**config.mk**
```make
export PLATFORM = sky130hd
export DESIGN_NAME = status_event_hierarchy
export DESIGN_NICKNAME = d
export VERILOG_FILES = /design/src/status_event_pkg.sv /design/src/event_group.sv /design/src/regulation_monitor.sv /design/src/status_event_hierarchy.sv
export SDC_FILE = /design/constraint.sdc
export NUM_CORES = 1
export LEC_CHECK = 0
export BUFFER_PORTS_ARGS = -buffer_cell sky130_fd_sc_hd__buf_2
export CAP_MARGIN = 20
export CORE_UTILIZATION = 53
export CTS_CLUSTER_SIZE = 20
export DETAILED_ROUTE_END_ITERATION = 16
export PLACE_DENSITY_LB_ADDON = 0.25
export SLEW_MARGIN = 20
export SYNTH_ARGS = -nofsm -noshare
export SYNTH_HDL_FRONTEND = slang
export SYNTH_SLANG_ARGS = --single-unit
```
**constraint.sdc**
```tcl
create_clock -name clk_sys -period 3.2 [get_ports clk_sys]
set_input_delay 0.32 -clock clk_sys [delete_from_list [all_inputs] [get_ports clk_sys]]
set_output_delay 0.32 -clock clk_sys [all_outputs]
set_load 0.02 [all_outputs]
```
**src/status_event_pkg.sv**
```systemverilog
// constants and carrier types for the questionable status hierarchy
package status_event_pkg;

    localparam int          REG_W            = 16;
    localparam int          NUM_OUTPUTS      = 3;
    localparam int          IDX_W            = 4;

    // register indices on the command port
    localparam logic [3:0]  IDX_QUESTIONABLE_GROUP_EVENT   = 4'h0;
    localparam logic [3:0]  IDX_QUESTIONABLE_GROUP_ENABLE  = 4'h1;
    localparam logic [3:0]  IDX_INST_EVENT   = 4'h2;
    localparam logic [3:0]  IDX_INST_ENABLE  = 4'h3;
    localparam logic [3:0]  IDX_REG_EVENT    = 4'h4;
    localparam logic [3:0]  IDX_REG_COND     = 4'h7;
    localparam logic [3:0]  IDX_REG_ENABLE   = 4'ha;

    // field positions
    localparam int          QUESTIONABLE_GROUP_SUMMARY_BIT = 13;
    localparam int          FIRST_OUTPUT_BIT = 1;
    localparam int          VOLT_LOSS_BIT    = 0;
    localparam int          CURR_LOSS_BIT    = 1;

    // bits that exist in each event register
    localparam logic [15:0] QUESTIONABLE_GROUP_IMPL_MASK   = 16'h2000;
    localparam logic [15:0] INST_IMPL_MASK   = 16'h000e;
    localparam logic [15:0] REG_IMPL_MASK    = 16'h0003;
    localparam logic [15:0] ALL_BITS_MASK    = 16'hffff;

    // values after reset
    localparam logic [15:0] EVENT_RESET      = 16'h0000;
    localparam logic [15:0] ENABLE_RESET     = 16'h0000;
    localparam logic [1:0]  COND_RESET       = 2'h0;
    localparam logic [15:0] READ_ZERO        = 16'h0000;

    // live regulation mode encoding: bit 1 voltage, bit 0 current
    localparam logic [1:0]  MODE_OFF         = 2'h0;
    localparam logic [1:0]  MODE_CC          = 2'h1;
    localparam logic [1:0]  MODE_CV          = 2'h2;
    localparam logic [1:0]  MODE_UNREG       = 2'h3;

    typedef struct packed {
        logic              valid;
        logic              write;
        logic [IDX_W-1:0]  index;
        logic [REG_W-1:0]  wdata;
    } reg_cmd_t;

    typedef struct packed {
        logic              valid;
        logic [REG_W-1:0]  data;
    } reg_rsp_t;

endpackage : status_event_pkg
```
**src/event_group.sv**
```systemverilog
// one latched event register with its enable mask and summary
`timescale 1ns/1ps
module event_group #(
    parameter int                 W         = 16,
    parameter logic [W-1:0]       IMPL_MASK = '1
) (
    input  wire logic             clk_sys,
    input  wire logic             rst,
    input  wire logic [W-1:0]     set_in,
    input  wire logic             clear,
    input  wire logic             en_write,
    input  wire logic [W-1:0]     en_wdata,
    output logic      [W-1:0]     event_q,
    output logic      [W-1:0]     enable_q,
    output logic                  summary
);

    logic [W-1:0] next_event;
    logic [W-1:0] next_enable;

    always_comb begin
        // bits latch; a set in the clearing cycle survives
        next_event  = ((clear ? '0 : event_q) | set_in) & IMPL_MASK;
        // only an explicit write moves the mask
        next_enable = en_write ? en_wdata : enable_q;
    end

    always_ff @(posedge clk_sys or posedge rst) begin
        if (rst) begin
            event_q  <= W'(status_event_pkg::EVENT_RESET);
            enable_q <= W'(status_event_pkg::ENABLE_RESET);
        end else begin
            event_q  <= next_event;
            enable_q <= next_enable;
        end
    end

    // live, so it drops as soon as events or enables are cleared
    assign summary = |(event_q & enable_q);

endmodule : event_group

```
**src/regulation_monitor.sv**
```systemverilog
// live regulation condition of one output and its loss events
`timescale 1ns/1ps
module regulation_monitor (
    input  wire logic        clk_sys,
    input  wire logic        rst,
    input  wire logic [1:0]  mode_in,
    output logic      [1:0]  cond_q,
    output logic      [1:0]  loss
);

    logic [1:0] next_cond;

    always_comb begin
        next_cond = mode_in;
        loss      = 2'h0;
        // leaving a regulated mode for anything but off is a loss
        loss[status_event_pkg::VOLT_LOSS_BIT] = (cond_q == status_event_pkg::MODE_CV) &&
                                               (mode_in != status_event_pkg::MODE_CV) &&
                                               (mode_in != status_event_pkg::MODE_OFF);
        loss[status_event_pkg::CURR_LOSS_BIT] = (cond_q == status_event_pkg::MODE_CC) &&
                                               (mode_in != status_event_pkg::MODE_CC) &&
                                               (mode_in != status_event_pkg::MODE_OFF);
    end

    always_ff @(posedge clk_sys or posedge rst) begin
        if (rst) begin
            cond_q <= status_event_pkg::COND_RESET;
        end else begin
            cond_q <= next_cond;
        end
    end

endmodule : regulation_monitor

```
**src/status_event_hierarchy.sv**
```systemverilog
// questionable status hierarchy: per-output regulation, output summary, questionable
`timescale 1ns/1ps
module status_event_hierarchy #(
    parameter int                        N_OUT = status_event_pkg::NUM_OUTPUTS
) (
    input  wire logic                    clk_sys,
    input  wire logic                    rst,
    input  wire status_event_pkg::reg_cmd_t cmd,
    input  wire logic                    clear_status,
    input  wire logic [N_OUT-1:0][1:0]   output_mode,
    output status_event_pkg::reg_rsp_t   rsp,
    output logic                         status_byte_questionable_group
);

    localparam int W = status_event_pkg::REG_W;

    // index of register n in a per-output bank
    function automatic logic [3:0] bank_index(input logic [3:0] base, input int n);
        bank_index = 4'(int'(base) + n);
    endfunction : bank_index

    function automatic logic hit(input status_event_pkg::reg_cmd_t c, input logic wr,
                                 input logic [3:0] idx);
        hit = c.valid && (c.write == wr) && (c.index == idx);
    endfunction : hit

    logic [W-1:0]     questionable_group_event;
    logic [W-1:0]     questionable_group_enable;
    logic [W-1:0]     questionable_group_set;
    logic             questionable_group_clear;
    logic             questionable_group_summary;
    logic [W-1:0]     inst_event;
    logic [W-1:0]     inst_enable;
    logic [W-1:0]     inst_set;
    logic             inst_clear;
    logic             inst_summary;
    logic [W-1:0]     reg_event   [N_OUT];
    logic [W-1:0]     reg_enable  [N_OUT];
    logic [W-1:0]     reg_set     [N_OUT];
    logic             reg_clear   [N_OUT];
    logic [N_OUT-1:0] reg_summary;
    logic [1:0]       reg_cond    [N_OUT];
    logic [1:0]       reg_loss    [N_OUT];

    status_event_pkg::reg_rsp_t next_rsp;
    logic                       next_status_byte_questionable_group;

    // clearing reads and clear-status only; resets of the instrument have no path here
    always_comb begin
        questionable_group_clear = clear_status ||
                     hit(cmd, 1'b0, status_event_pkg::IDX_QUESTIONABLE_GROUP_EVENT);
        inst_clear = clear_status ||
                     hit(cmd, 1'b0, status_event_pkg::IDX_INST_EVENT);
    end

    // one regulation set per output
    for (genvar n = 0; n < N_OUT; n++) begin : g_out
        regulation_monitor u_mon (
            .clk_sys (clk_sys),
            .rst     (rst),
            .mode_in (output_mode[n]),
            .cond_q  (reg_cond[n]),
            .loss    (reg_loss[n])
        );

        always_comb begin
            reg_set[n]   = {{(W-2){1'b0}}, reg_loss[n]};
            reg_clear[n] = clear_status ||
                           hit(cmd, 1'b0, bank_index(status_event_pkg::IDX_REG_EVENT, n));
        end

        event_group #(
            .W         (W),
            .IMPL_MASK (status_event_pkg::REG_IMPL_MASK)
        ) u_reg (
            .clk_sys   (clk_sys),
            .rst       (rst),
            .set_in    (reg_set[n]),
            .clear     (reg_clear[n]),
            .en_write  (hit(cmd, 1'b1, bank_index(status_event_pkg::IDX_REG_ENABLE, n))),
            .en_wdata  (cmd.wdata),
            .event_q   (reg_event[n]),
            .enable_q  (reg_enable[n]),
            .summary   (reg_summary[n])
        );
    end

    always_comb begin
        inst_set = '0;
        for (int n = 0; n < N_OUT; n++) begin
            inst_set[status_event_pkg::FIRST_OUTPUT_BIT + n] = reg_summary[n];
        end
        questionable_group_set = '0;
        questionable_group_set[status_event_pkg::QUESTIONABLE_GROUP_SUMMARY_BIT] = inst_summary;
    end

    event_group #(
        .W         (W),
        .IMPL_MASK (status_event_pkg::INST_IMPL_MASK)
    ) u_inst (
        .clk_sys   (clk_sys),
        .rst       (rst),
        .set_in    (inst_set),
        .clear     (inst_clear),
        .en_write  (hit(cmd, 1'b1, status_event_pkg::IDX_INST_ENABLE)),
        .en_wdata  (cmd.wdata),
        .event_q   (inst_event),
        .enable_q  (inst_enable),
        .summary   (inst_summary)
    );

    // only bit 13 is implemented; the mask keeps the rest at zero
    event_group #(
        .W         (W),
        .IMPL_MASK (status_event_pkg::QUESTIONABLE_GROUP_IMPL_MASK)
    ) u_questionable_group (
        .clk_sys   (clk_sys),
        .rst       (rst),
        .set_in    (questionable_group_set),
        .clear     (questionable_group_clear),
        .en_write  (hit(cmd, 1'b1, status_event_pkg::IDX_QUESTIONABLE_GROUP_ENABLE)),
        .en_wdata  (cmd.wdata),
        .event_q   (questionable_group_event),
        .enable_q  (questionable_group_enable),
        .summary   (questionable_group_summary)
    );

    // read data is the value before the clear; writes to read-only indices are dropped
    always_comb begin
        next_rsp.valid = cmd.valid && !cmd.write;
        next_rsp.data  = status_event_pkg::READ_ZERO;
        if (cmd.index == status_event_pkg::IDX_QUESTIONABLE_GROUP_EVENT) begin
            next_rsp.data = questionable_group_event;
        end else if (cmd.index == status_event_pkg::IDX_QUESTIONABLE_GROUP_ENABLE) begin
            next_rsp.data = questionable_group_enable;
        end else if (cmd.index == status_event_pkg::IDX_INST_EVENT) begin
            next_rsp.data = inst_event;
        end else if (cmd.index == status_event_pkg::IDX_INST_ENABLE) begin
            next_rsp.data = inst_enable;
        end else begin
            for (int n = 0; n < N_OUT; n++) begin
                if (cmd.index == bank_index(status_event_pkg::IDX_REG_EVENT, n)) begin
                    next_rsp.data = reg_event[n];
                end else if (cmd.index == bank_index(status_event_pkg::IDX_REG_COND, n)) begin
                    next_rsp.data = {{(W-2){1'b0}}, reg_cond[n]};
                end else if (cmd.index == bank_index(status_event_pkg::IDX_REG_ENABLE, n)) begin
                    next_rsp.data = reg_enable[n];
                end
            end
        end
        if (cmd.write) begin
            next_rsp.data = status_event_pkg::READ_ZERO;
        end
        // registered copy lags the live summary by one cycle
        next_status_byte_questionable_group = questionable_group_summary;
    end

    always_ff @(posedge clk_sys or posedge rst) begin
        if (rst) begin
            rsp              <= '0;
            status_byte_questionable_group <= 1'b0;
        end else begin
            rsp              <= next_rsp;
            status_byte_questionable_group <= next_status_byte_questionable_group;
        end
    end

    logic rd_reg0;
    logic rd_questionable_group_en;
    logic rd_questionable_group_ev;
    logic rd_cond0;
    logic wr_questionable_group_en;
    logic wr_questionable_group_zero;
    assign rd_reg0      = hit(cmd, 1'b0, status_event_pkg::IDX_REG_EVENT);
    assign rd_questionable_group_en   = hit(cmd, 1'b0, status_event_pkg::IDX_QUESTIONABLE_GROUP_ENABLE);
    assign rd_questionable_group_ev   = hit(cmd, 1'b0, status_event_pkg::IDX_QUESTIONABLE_GROUP_EVENT);
    assign rd_cond0     = hit(cmd, 1'b0, status_event_pkg::IDX_REG_COND);
    assign wr_questionable_group_en   = hit(cmd, 1'b1, status_event_pkg::IDX_QUESTIONABLE_GROUP_ENABLE);
    // a zero write or a reset is the only way this mask goes back to zero
    assign wr_questionable_group_zero = wr_questionable_group_en && (cmd.wdata == status_event_pkg::READ_ZERO);
endmodule : status_event_hierarchy

```
### Word level (Yosys, flattened, before mapping)

Index checks and enable logic that the tools add are counted.
Widths: inputs -> output; s select.

* bitwise operators: 11
* $add $sub $neg: 0
* reductions and logical operators: 40
* order comparisons: 0
* equality and inequality tests: 24
* mux-type cells: 19
* divide/modulo/power cells: 0
* shift operators: 0
* multiply operators: 0

Operators with widths (count)
* $mux 16: 14
* $reduce_or 16->1: 5
* $and 2x16->16: 3
* $logic_and 1x1->1: 25
* $eq 4x4->1 const B: 5
* $and 14x16->16: 1
* $and 4x16->16: 1
* $eq 4x3->1 const B: 4
* $mux 14: 1
* $or 14x14->14: 1
* $eq 4x2->1 const B: 2
* $eq 2x1->1 const B: 3
* $eq 2x2->1 const B: 3
* $mux 2: 3
* $ne 2x1->1 const B: 3
* $ne 2x2->1 const B: 3
* $or 2x2->2: 3
* $reduce_bool 2->1: 3
* $logic_or 1x1->1: 5
* $eq 4x1->1 const B: 1
* $logic_not 4->1: 1
* $mux 4: 1
* $or 4x4->4: 1
* $logic_not 1->1: 1
* $not 1->1: 1

* input port bits: 31
* ROM bits: 0
* memories: 0
* register bits: 114
* RAM bits: 0
* logic and storage cells: 110
* output and inout bits: 18
* latch bits: 0

### Logic depth before layout (Yosys ltp)

Gate-level depths: netlist of run 1.

* word-level depth: 15
* mapped depth: 9
* mapped depth without buffers: 5

### Cells and area by module

A second synthesis of run 1 with hierarchy kept.

* cells, all modules: 666
* area total of the unflattened synthesis: 7029.2 um^2

Modules (own cells, without submodules)
* status_event_hierarchy: times used 1, cells each 370, area each 2615.0 um^2
* event_group at g_out[0].u_reg ...: times used 3, cells each 56, area each 839.6 um^2
* event_group at u_inst: times used 1, cells each 58, area each 869.6 um^2
* event_group at u_questionable_group: times used 1, cells each 55, area each 812.0 um^2
* regulation_monitor: times used 3, cells each 5, area each 71.3 um^2

### Least setup slack after synthesis of run 1

No wires, ideal clock.

* path kind: input port to flip-flop
* start point: input port cmd[17] in the netlist's numbering
* end point: register u_questionable_group.enable_q[0]
* arrival time: 1681 ps
* data required time: 3075 ps
* stages on the path: 7
* slack: 1394 ps
* path through: buf_2 > nand2b_1 > nor3_2 > and3_1 > buf_2 > buf_6 > mux2_2

* longest elaborated chain between the ends: 2

Ends and longest elaborated chain
* from (decl): line status_event_hierarchy.sv:8 `input wire status_event_pkg::reg_cmd_t cmd,`
* $eq 4x1->1
* $logic_and 1x1->1
* to (signal assigned): line event_group.sv:31 `enable_q <= W'(status_event_pkg::ENABLE_RESET);`
* to (signal assigned): line event_group.sv:34 `enable_q <= next_enable;`
* to (decl): line event_group.sv:14 `output logic [W-1:0] enable_q,`

Every way passes these cells.
A chain may end at the register's enable or synchronous reset.

### Worst setup path after layout of run 1

* start point: input port cmd[16] in the netlist's numbering
* end point: register u_questionable_group.enable_q[5]

Same word-level chain as after synthesis.

==> results of run 1 <==
[layer usage]
metal | vias up | GRT usage [%] | part of all wire, %
met2 | 76 | 41.37 | 49
met1 | 1803 | 36.41 | 46
met3 | 15 | 7.163 | 4.5
met5 | - | 0 | 0
li1 | 1573 | - | -
met4 | 0 | 9.644 | 1.3
[layout make-up]
type | instances | area [µm²] | share of cell area [%]
sequential | 114 | 2853 | 47.15
multi-input combinational | 243 | 1949 | 32.22
clock buffer | 19 | 431.7 | 7.134
timing repair buffer | 66 | 405.4 | 6.700
clock inverter | 13 | 231.5 | 3.825
tap | 111 | 138.9 | 2.295
inverter | 10 | 41.29 | 0.6824
[repair_timing]
item | CTS | global route
endpoints found under the hold margin | 32 | 0
endpoints found under the setup margin | 0 | 0
hold buffers | 7 | 0
[sequential cells by signal, indices dropped and copies added (netlist names)]
signal,count
g_out.u_reg.enable_q,48
u_questionable_group.event_q,1
g_out.u_mon.cond_q,6
u_questionable_group.enable_q,16
u_inst.enable_q,16
status_byte_questionable_group,1
rsp,17
g_out.u_reg.event_q,6
u_inst.event_q,3
[cells in the mapped netlist, drive strengths merged]
cell type / n / share of area, %
dfrtp: 114 / 57
mux2: 80 / 19
nand2: 29 / 2.2
a22oi: 26 / 3.9
a31oi: 15 / 1.9
buf: 15 / 2.0
o21ai: 13 / 1.3
clkbuf: 11 / 0.83
and3: 10 / 1.3
inv: 10 / 0.75
nor2: 8 / 0.65
nor2b: 7 / 0.88
nor3: 7 / 0.90
a21oi: 5 / 0.50
nand2b: 5 / 0.63
a221oi: 4 / 0.70
a222oi: 4 / 0.80
a32o: 3 / 0.60
o22ai: 3 / 0.38
a211oi: 2 / 0.30
a21o: 2 / 0.30
a2bb2oi: 2 / 0.35
and2: 2 / 0.25
nor4bb: 2 / 0.40
o211ai: 2 / 0.30
o2bb2ai: 2 / 0.35
or2: 2 / 0.25
a2111oi: 1 / 0.18
a22o: 1 / 0.18
a311oi: 1 / 0.18
and4bb: 1 / 0.25
nand3: 1 / 0.10
nand3b: 1 / 0.15
nor3b: 1 / 0.15
o21a: 1 / 0.15
[stage by stage]
step | setup WS (ns) | power (mW) | area [µm²] | utilization [%] | hold WS, ns
5_1_grt | 1.008 | 4.546 | 6051 | 66.11 | 0.08914
2_1_floorplan | 1.394 | 2.126 | 4985 | - | 0.3514
4_1_cts | 1.176 | 4.412 | 6051 | 66.11 | 0.07682
3_5_place_dp | 0.6347 | 2.284 | 5318 | 58.10 | 0.4460
6_report | 1.162 | 4.379 | 6051 | 66.11 | 0.09578
3_3_place_gp | 0.6527 | 2.258 | 5318 | 58.10 | 0.4414
[how the worst max path moves through the flow]
stage / startpoint / endpoint / slack, ns / cells after the start
floorplan: cmd[17] / u_questionable_group.enable_q[0] / 1.39 / 7
detailed placement: cmd[16] / u_questionable_group.enable_q[12] / 0.63 / 6
global route: cmd[16] / u_questionable_group.enable_q[6] / 1.01 / 6
global placement: cmd[16] / u_questionable_group.enable_q[5] / 0.65 / 6
finish: cmd[16] / u_questionable_group.enable_q[5] / 1.16 / 6
CTS: cmd[16] / u_questionable_group.enable_q[5] / 1.18 / 6
[logic make-up after synthesis]
family                 Yosys count  share of synthesized area [%]
buffers and inverters           36                          3.592
muxes                           80                          18.69
DFF                            114                          57.27
and+or+nand+nor                 76                          8.063
AOI/OAI and AO/OA               87                          12.38
[where the power goes]
part	switching [mW]	internal (mW)	leakage [nW]	total, mW
sequential	0.145	1.68	1.47	1.82
combinational	0.208	0.245	1.00	0.453
clock	0.663	1.44	0.307	2.10
==> results_dict.tcl, run 1 <==
set metrics [dict create \
    cp_max_fo 26 \
    path_cells "buf_2 > nand2b_1 > nor3_2 > buf_4 > and3_1 > mux2_2" \
    endpoint_kind "flop" \
    fp.coreArea_um2 9153 \
    cts_made_buffers 17 \
    grt_usage_pct 26.71 \
    r2r_setup_slack_ns 1.62 \
    holdCritPathClass "in -> reg" \
    synth.net_count 424 \
    grt_overflow 0 \
    hold_viol_final 0 \
    clock_sinks 114 \
    clk_latency_ns 0.52 \
    htree_num_levels 4 \
    wirelength_um 11900 \
    critPathArrivalTime_ns 2.44 \
    ir_drop_mv 0.4635 \
    hp-start "cmd[6]" \
    slowest_delay_ns 0.77 \
    clock.fmax_mhz 490.6 \
    drt_pre_antenna_iters 4 \
    syn_avg_cell_area_um2 12.67 \
    clock_path_buffers 2 \
    crit_type "in -> reg" \
    critPathLaunchType "input pin" \
    yosys_warnings 0 \
    drc 0 \
    numPortBuffers 48 \
    final_cell_mix "dfrtp_1, mux2_2, buf_2, nand2_1, a22oi_1" \
    critical_path.top_delay_family "simple AND/OR/NAND/NOR gates" \
    path_clk_slew_ns 0.05 \
    max-cap-violations 0 \
    r2r_end "rsp[0]" \
    ff2ff_path_depth 5 \
    cts_resized 0 \
    antenna_found_initial 0 \
    postCtsSetupBuffers 0 \
    ys_seq_area_share_pct 57.27 \
    drt_iter0_markers 207 \
    hpwl_um 7507 \
    ioPinCount 49 \
    place.gp.congestion 0.8108 \
    dieArea_um2 9790 \
    die-height_um 98.95 \
    synth.distinct_cells 40 \
    rows 35 \
    p_per_area_nw_per_um2 723.7 \
    postRouteAntennaNets 0 \
    grt_max_degree 42 \
    required_ns 3.60 \
    syn_inst 393 \
    setup-tns-final_ns 0 \
    vias_per_cell 6.019 \
    slew_violations 0 \
    rsz0062_at_grt "no" \
    fin_cells 576 \
    layout_commonest_cell "dfrtp_1" \
    n_antenna_cell 0 \
    hold_depth 2 \
    relSlewSlack_pct 41.00 \
    timing.rr.start "g_out[0].u_mon.cond_q[0]" \
    synthToLayoutAreaGrowth_pct 21.48 \
    grt_pass1_wl_um 19300 \
    start_util_pct 54.42 \
    finalSetupViolCount 0 \
    finalClockSkew_ns 0.005694 \
    synth-seq-cells 114 \
    leakagePower_nw 2.778 \
    outcome "finished clean" \
    worstMarginPinSlew_ns 0.8851 \
    timing.final.crit_share_pct 63.70 \
    critPathBufInv 2 \
    grt_pass1_vias 3555 \
    routedWlPerCell_um 20.65 \
    holdPathEnd "u_questionable_group.enable_q[6]" \
    fin_crit_ns 2.038 \
    nNetsFinal 483 \
    cts_tree "done" \
    fillCellCount 685 \
    placed_cells 537 \
    dieWidth_um 98.95 \
    routed-via-count 3467 \
    root_buffer "clkbuf_8" \
    cp_slowest_cell "and3_1" \
    drive_above_1_share_pct 37.85 \
    synth_area_um2 4981 \
]
Note: power is estimated with default switching activity, not from simulation.
==> run 2: changes to the inputs <==
Clock period 3.2 ns to 1.85 ns, I/O delays scaled along.
==> run 2 against run 1 <==
Against the previous run:
- clock power is 65% higher
- cell count grew 5.9%
- design area rose by 4.7%
- die area is the same
==> results_dict.tcl, run 2 (same netlist as run 1, synthesis figures left out) <==
set metrics [dict create \
    outcome "finished clean" \
    crit_type "reg -> reg" \
    critPathBufInv 1 \
    r2r_end "rsp[3]" \
    grt_overflow 0 \
    endpoint_kind "flop" \
    p_per_area_nw_per_um2 1176 \
    startpoint "u_inst.enable_q[3]" \
    rows 35 \
    ioPinCount 49 \
    drive_above_1_share_pct 38.88 \
    fin_area_um2 6332 \
    dp_slack_ns 0.09383 \
    holdCritPathClass "in -> reg" \
    relSlewSlack_pct 63.58 \
    vias_per_cell 5.956 \
    required_ns 2.25 \
    drt_iter0_markers 282 \
    hold_depth 3 \
    path_cells "nor2_1 > a2111oi_0 > buf_4 > a221oi_1 > a211oi_1" \
    cts_made_buffers 17 \
    critPathArrivalTime_ns 1.91 \
    cp_slowest_cell "dfrtp_1" \
    final.setup.worst_slack_ns 0.3410 \
    grt_pass1_vias 3767 \
    hpwl_um 7816 \
    place.gp.congestion 0.9413 \
    largest-register "g_out.u_reg.enable_q" \
    rsz0062_at_grt "no" \
    fin_crit_ns 1.509 \
    numPortBuffers 48 \
    routedWlPerCell_um 19.92 \
    cp_max_fo 3 \
    path_clk_slew_ns 0.05 \
    grt_usage_pct 27.47 \
    finalSetupViolCount 0 \
    nNetsFinal 518 \
    drt_pre_antenna_iters 6 \
    slew_violations 0 \
    leakagePower_nw 2.951 \
    start_util_pct 54.42 \
    grt_pass1_wl_um 20020 \
    r2r_setup_slack_ns 0.34 \
    dieWidth_um 98.95 \
    setup-tns-final_ns 0 \
    postCtsSetupBuffers 0 \
    die-height_um 98.95 \
    wirelength_um 12150 \
    clk_latency_ns 0.51 \
    critPathLaunchType "flop" \
    root_buffer "clkbuf_8" \
    placed_area_um2 5473 \
    worstMarginPinSlew_ns 0.5462 \
    clock_path_buffers 2 \
    cts_tree "done" \
    htree_num_levels 4 \
    critical_path.top_delay_family "compound AO/OA/AOI/OAI gates" \
    hp-start "clear_status" \
    dieArea_um2 9790 \
    finalClockSkew_ns 0.008659 \
    postRouteAntennaNets 0 \
    n_antenna_cell 0 \
    final_cell_mix "dfrtp_1, mux2_2, buf_2, nand2_1, buf_4" \
    largest_reg_flops 48 \
    max-cap-violations 0 \
    layout_commonest_cell "dfrtp_1" \
    synthToLayoutAreaGrowth_pct 27.13 \
    grt_max_degree 46 \
    hold_viol_final 0 \
    fp.coreArea_um2 9153 \
    routed-via-count 3633 \
    timing.rr.start "u_inst.enable_q[3]" \
    top_regs "g_out.u_reg.enable_q x48, rsp x17" \
    holdPathEnd "u_questionable_group.event_q[13]" \
    clock.fmax_mhz 662.7 \
    timing.final.crit_share_pct 81.57 \
    antenna_found_initial 0 \
    clock_sinks 114 \
    ir_drop_mv 1.233 \
    ff2ff_path_depth 5 \
    drc 0 \
    slowest_delay_ns 0.41 \
]
run 2: what timing repair did:
item,CTS,global route
hold endpoints to repair,204,0
hold buffers,23,0
gates resized for setup,0,0
endpoints found under the setup margin,0,0
run 2: worst min-delay path, stage by stage:
cell      delay (ns)
buf_2           0.14
nand3b_1        0.12
nand2_1         0.05
run 2: layout make-up:
class / count / area, µm²
Sequential cell: 114 / 2853
Fill cell: 668 / 2820
Multi-Input combinational cell: 243 / 1949
Timing Repair Buffer: 101 / 720.7
Clock buffer: 20 / 445.4
Clock inverter: 11 / 183.9
Tap cell: 111 / 138.9
Inverter: 10 / 41.29
run 2: metal layers:
metal | global-route usage [%] | wire length (µm) | share of wire, % | vias to the layer above
li1 | - | - | - | 1645
met1 | 37.39 | 5428 | 45 | 1852
met2 | 43.03 | 5841 | 48 | 118
met3 | 6.667 | 680 | 5.6 | 18
met4 | 10.10 | 202 | 1.7 | 0
met5 | 0 | 0 | 0 | -
run 2: worst max-delay path by stage:
stage               slack, ns  cells past startpoint                          endpoint
floorplan                0.18                      7  u_questionable_group.enable_q[0]
global placement         0.07                      8                            rsp[1]
detailed placement       0.09                      8                            rsp[1]
CTS                      0.32                      5                            rsp[3]
global route             0.21                      6                 u_inst.event_q[3]
finish                   0.34                      5                            rsp[3]
run 2: where the power goes:
group	total (mW)	switching, mW	internal, mW
Combinational	0.827	0.367	0.461
Clock	3.46	1.09	2.37
Sequential	3.15	0.253	2.90
Total	7.45	1.71	5.74
run 2: metrics by stage:
stage | utilization (%) | hold slack [ns] | power, mW | std cells
final | 69.19 | 0.02463 | 7.445 | 610
after floorplan | - | 0.2164 | 3.678 | 393
after CTS | 69.19 | 0.005537 | 7.488 | 610
after global routing | 69.19 | 0.02321 | 7.738 | 610
after global placement | 59.79 | 0.3073 | 3.925 | 556
after detailed placement | 59.79 | 0.3103 | 3.962 | 556
==> run 3: changes to the inputs <==
Settings changed: CORE_UTILIZATION 53 to 59.
Clock period 1.85 ns to 1.4 ns, I/O delays scaled along.
==> run 3 against run 2 <==
Against the previous run:
- total power up 27%
- non-clock buffer count up 24
- the flow now finishes with violations (setup timing)
- routed wire length up 9.1%
- core utilization up 11 points
- critical path depth unchanged
- design area up 3.8%
- hold slack better by 0.076 ns
- critical path type unchanged
- die area down 10%
- global-route usage up 5.9 points
- register-to-register slack worse by 0.36 ns
- setup slack worse by 0.36 ns
==> results_dict.tcl, run 3 (same netlist as run 1, synthesis figures left out) <==
set metrics [dict create \
    outcome "finished, violations left" \
    violations "setup timing" \
    grt_pass1_wl_um 21360 \
    ff2ff_path_depth 5 \
    startpoint "g_out[0].u_mon.cond_q[1]" \
    timing.rr.start "g_out[0].u_mon.cond_q[1]" \
    critPathLaunchType "flop" \
    cts_made_buffers 17 \
    cp_max_fo 3 \
    n_antenna_cell 0 \
    path_depth 5 \
    largest_reg_flops 48 \
    required_ns 1.85 \
    path_clk_slew_ns 0.06 \
    start_util_pct 60.93 \
    fin_crit_ns 1.423 \
    ioPinCount 49 \
    drc 0 \
    routedWlPerCell_um 21.09 \
    rsz0062_at_grt "yes" \
    dieArea_um2 8813 \
    clock_path_buffers 2 \
    hpwl_um 8267 \
    finalSetupViolCount 1 \
    top_regs "g_out.u_reg.enable_q x48, rsp x17" \
    grt_use_met1_pct 42.86 \
    ir_drop_mv 1.198 \
    crit_type "reg -> reg" \
    grt_usage_pct 33.39 \
    layout_commonest_cell "dfrtp_1" \
    multi_input_area_um2 2042 \
    synthToLayoutAreaGrowth_pct 31.95 \
    place.gp.congestion 0.9323 \
    drive_above_1_share_pct 42.75 \
    endpoint_kind "flop" \
    antenna_found_initial 0 \
    grt_overflow 0 \
    routed-via-count 3860 \
    htree_num_levels 4 \
    regArea_um2 2853 \
    holdCritPathClass "in -> reg" \
    clk_latency_ns 0.53 \
    die-height_um 93.88 \
    leakagePower_nw 3.065 \
    clock_sinks 114 \
    fillCellCount 484 \
    drt_pre_antenna_iters 5 \
    postRouteAntennaNets 0 \
    fin_area_um2 6573 \
    wirelength_um 13260 \
    timing.final.crit_share_pct 101.6 \
    p_per_area_nw_per_um2 1439 \
    nNetsFinal 542 \
    slowest_delay_ns 0.43 \
    dieWidth_um 93.88 \
    final_cell_mix "dfrtp_1, mux2_2, buf_2, buf_4, nand2_1" \
    root_buffer "clkbuf_8" \
    critPathArrivalTime_ns 1.87 \
    path_cells "and3_1 > o21ai_0 > a221oi_1 > nor3_1 > o22ai_1" \
    largest-register "g_out.u_reg.enable_q" \
    fp.coreArea_um2 8175 \
    grt_use_met3_pct 8.010 \
    critPathBufInv 0 \
    drt_iter0_markers 323 \
    placed_area_um2 5758 \
    use_met2_pct 54.99 \
    cts_tree "done" \
    relSlewSlack_pct 64.45 \
    worstMarginPinSlew_ns 0.5332 \
    slew_violations 0 \
    grt_pass1_vias 4121 \
    rows 33 \
    endpoint "rsp[1]" \
    vias_per_cell 6.137 \
    whs_ns 0.1007 \
    final.setup.worst_slack_ns -0.02268 \
    r2r_end "rsp[1]" \
    grt.busiest_layer "met2" \
    max-cap-violations 0 \
    r2r_setup_slack_ns -0.02 \
    clock.fmax_mhz 702.9 \
    postCtsSetupBuffers 0 \
    grt_max_degree 73 \
    hold_viol_final 0 \
    cp_slowest_cell "a221oi_1" \
    critical_path.top_delay_family "compound AO/OA/AOI/OAI gates" \
    numPortBuffers 48 \
    finalClockSkew_ns 0.01891 \
]
run 3: cell types whose count changed in the layout (fill, tap and decap cells not counted), moves of 3 or more:
cell | previous run | this run
bufinv_16 | 5 | 1
clkinvlp_4 | 1 | 6
mux2_2 | 72 | 62
buf_4 | 28 | 46
inv_6 | 0 | 3
buf_12 | 2 | 6
mux2_4 | 8 | 18
run 3: area by class of cell:
cell class	instances	share of cell area, %
Clock buffer	17	6.301
Clock inverter	15	2.056
Inverter	10	0.6282
Multi-Input combinational cell	243	31.07
Sequential cell	114	43.40
Tap cell	105	1.999
Timing Repair Buffer	125	14.54
run 3: worst min path at each step:
stage	from	end	slack, ns	cells after the start
2_1_floorplan	output_mode[0]	g_out[0].u_mon.cond_q[0]	0.17	0
3_3_place_gp	output_mode[2]	g_out[1].u_mon.cond_q[0]	0.26	1
3_5_place_dp	output_mode[2]	g_out[1].u_mon.cond_q[0]	0.26	1
4_1_cts	cmd[21]	rsp[16]	0.08	3
5_1_grt	cmd[21]	rsp[16]	0.08	3
6_report	cmd[21]	rsp[16]	0.10	3
run 3: per-stage QoR:
step	total power, mW	TNS, ns	worst slack (ns)	util, %	cells
after floorplan	4.913	-16.54	-0.1254	-	393
after global placement	5.298	-14.78	-0.2547	70.43	572
after detailed placement	5.384	-16.14	-0.2613	70.43	572
after CTS	9.457	0	0.02323	80.29	629
after global routing	9.790	-0.1293	-0.06607	80.39	629
final	9.459	-0.02268	-0.02268	80.39	629
run 3: repair_timing:
action | in CTS | in global routing
gates resized for setup | 1 | 4
pin swaps | 2 | 4
hold buffers | 25 | 0
hold endpoints to repair | 208 | 0
setup endpoints to repair | 1 | 5
run 3: worst min-delay path, stage by stage:
cell     delay (ns)
buf_2          0.12
nor2b_2        0.18
buf_4          0.14
run 3: where the power goes:
group          leakage, nW  switching (mW)  internal (mW)
sequential            1.47           0.356           3.83
combinational         1.34           0.549          0.712
clock                0.257            1.65           2.36
total                 3.07            2.56           6.90
run 3: routing by layer:
metal	routed length (µm)	up-vias
met5	0	-
met4	214	0
met3	1008	28
met2	6738	191
met1	5302	1947
li1	-	1694
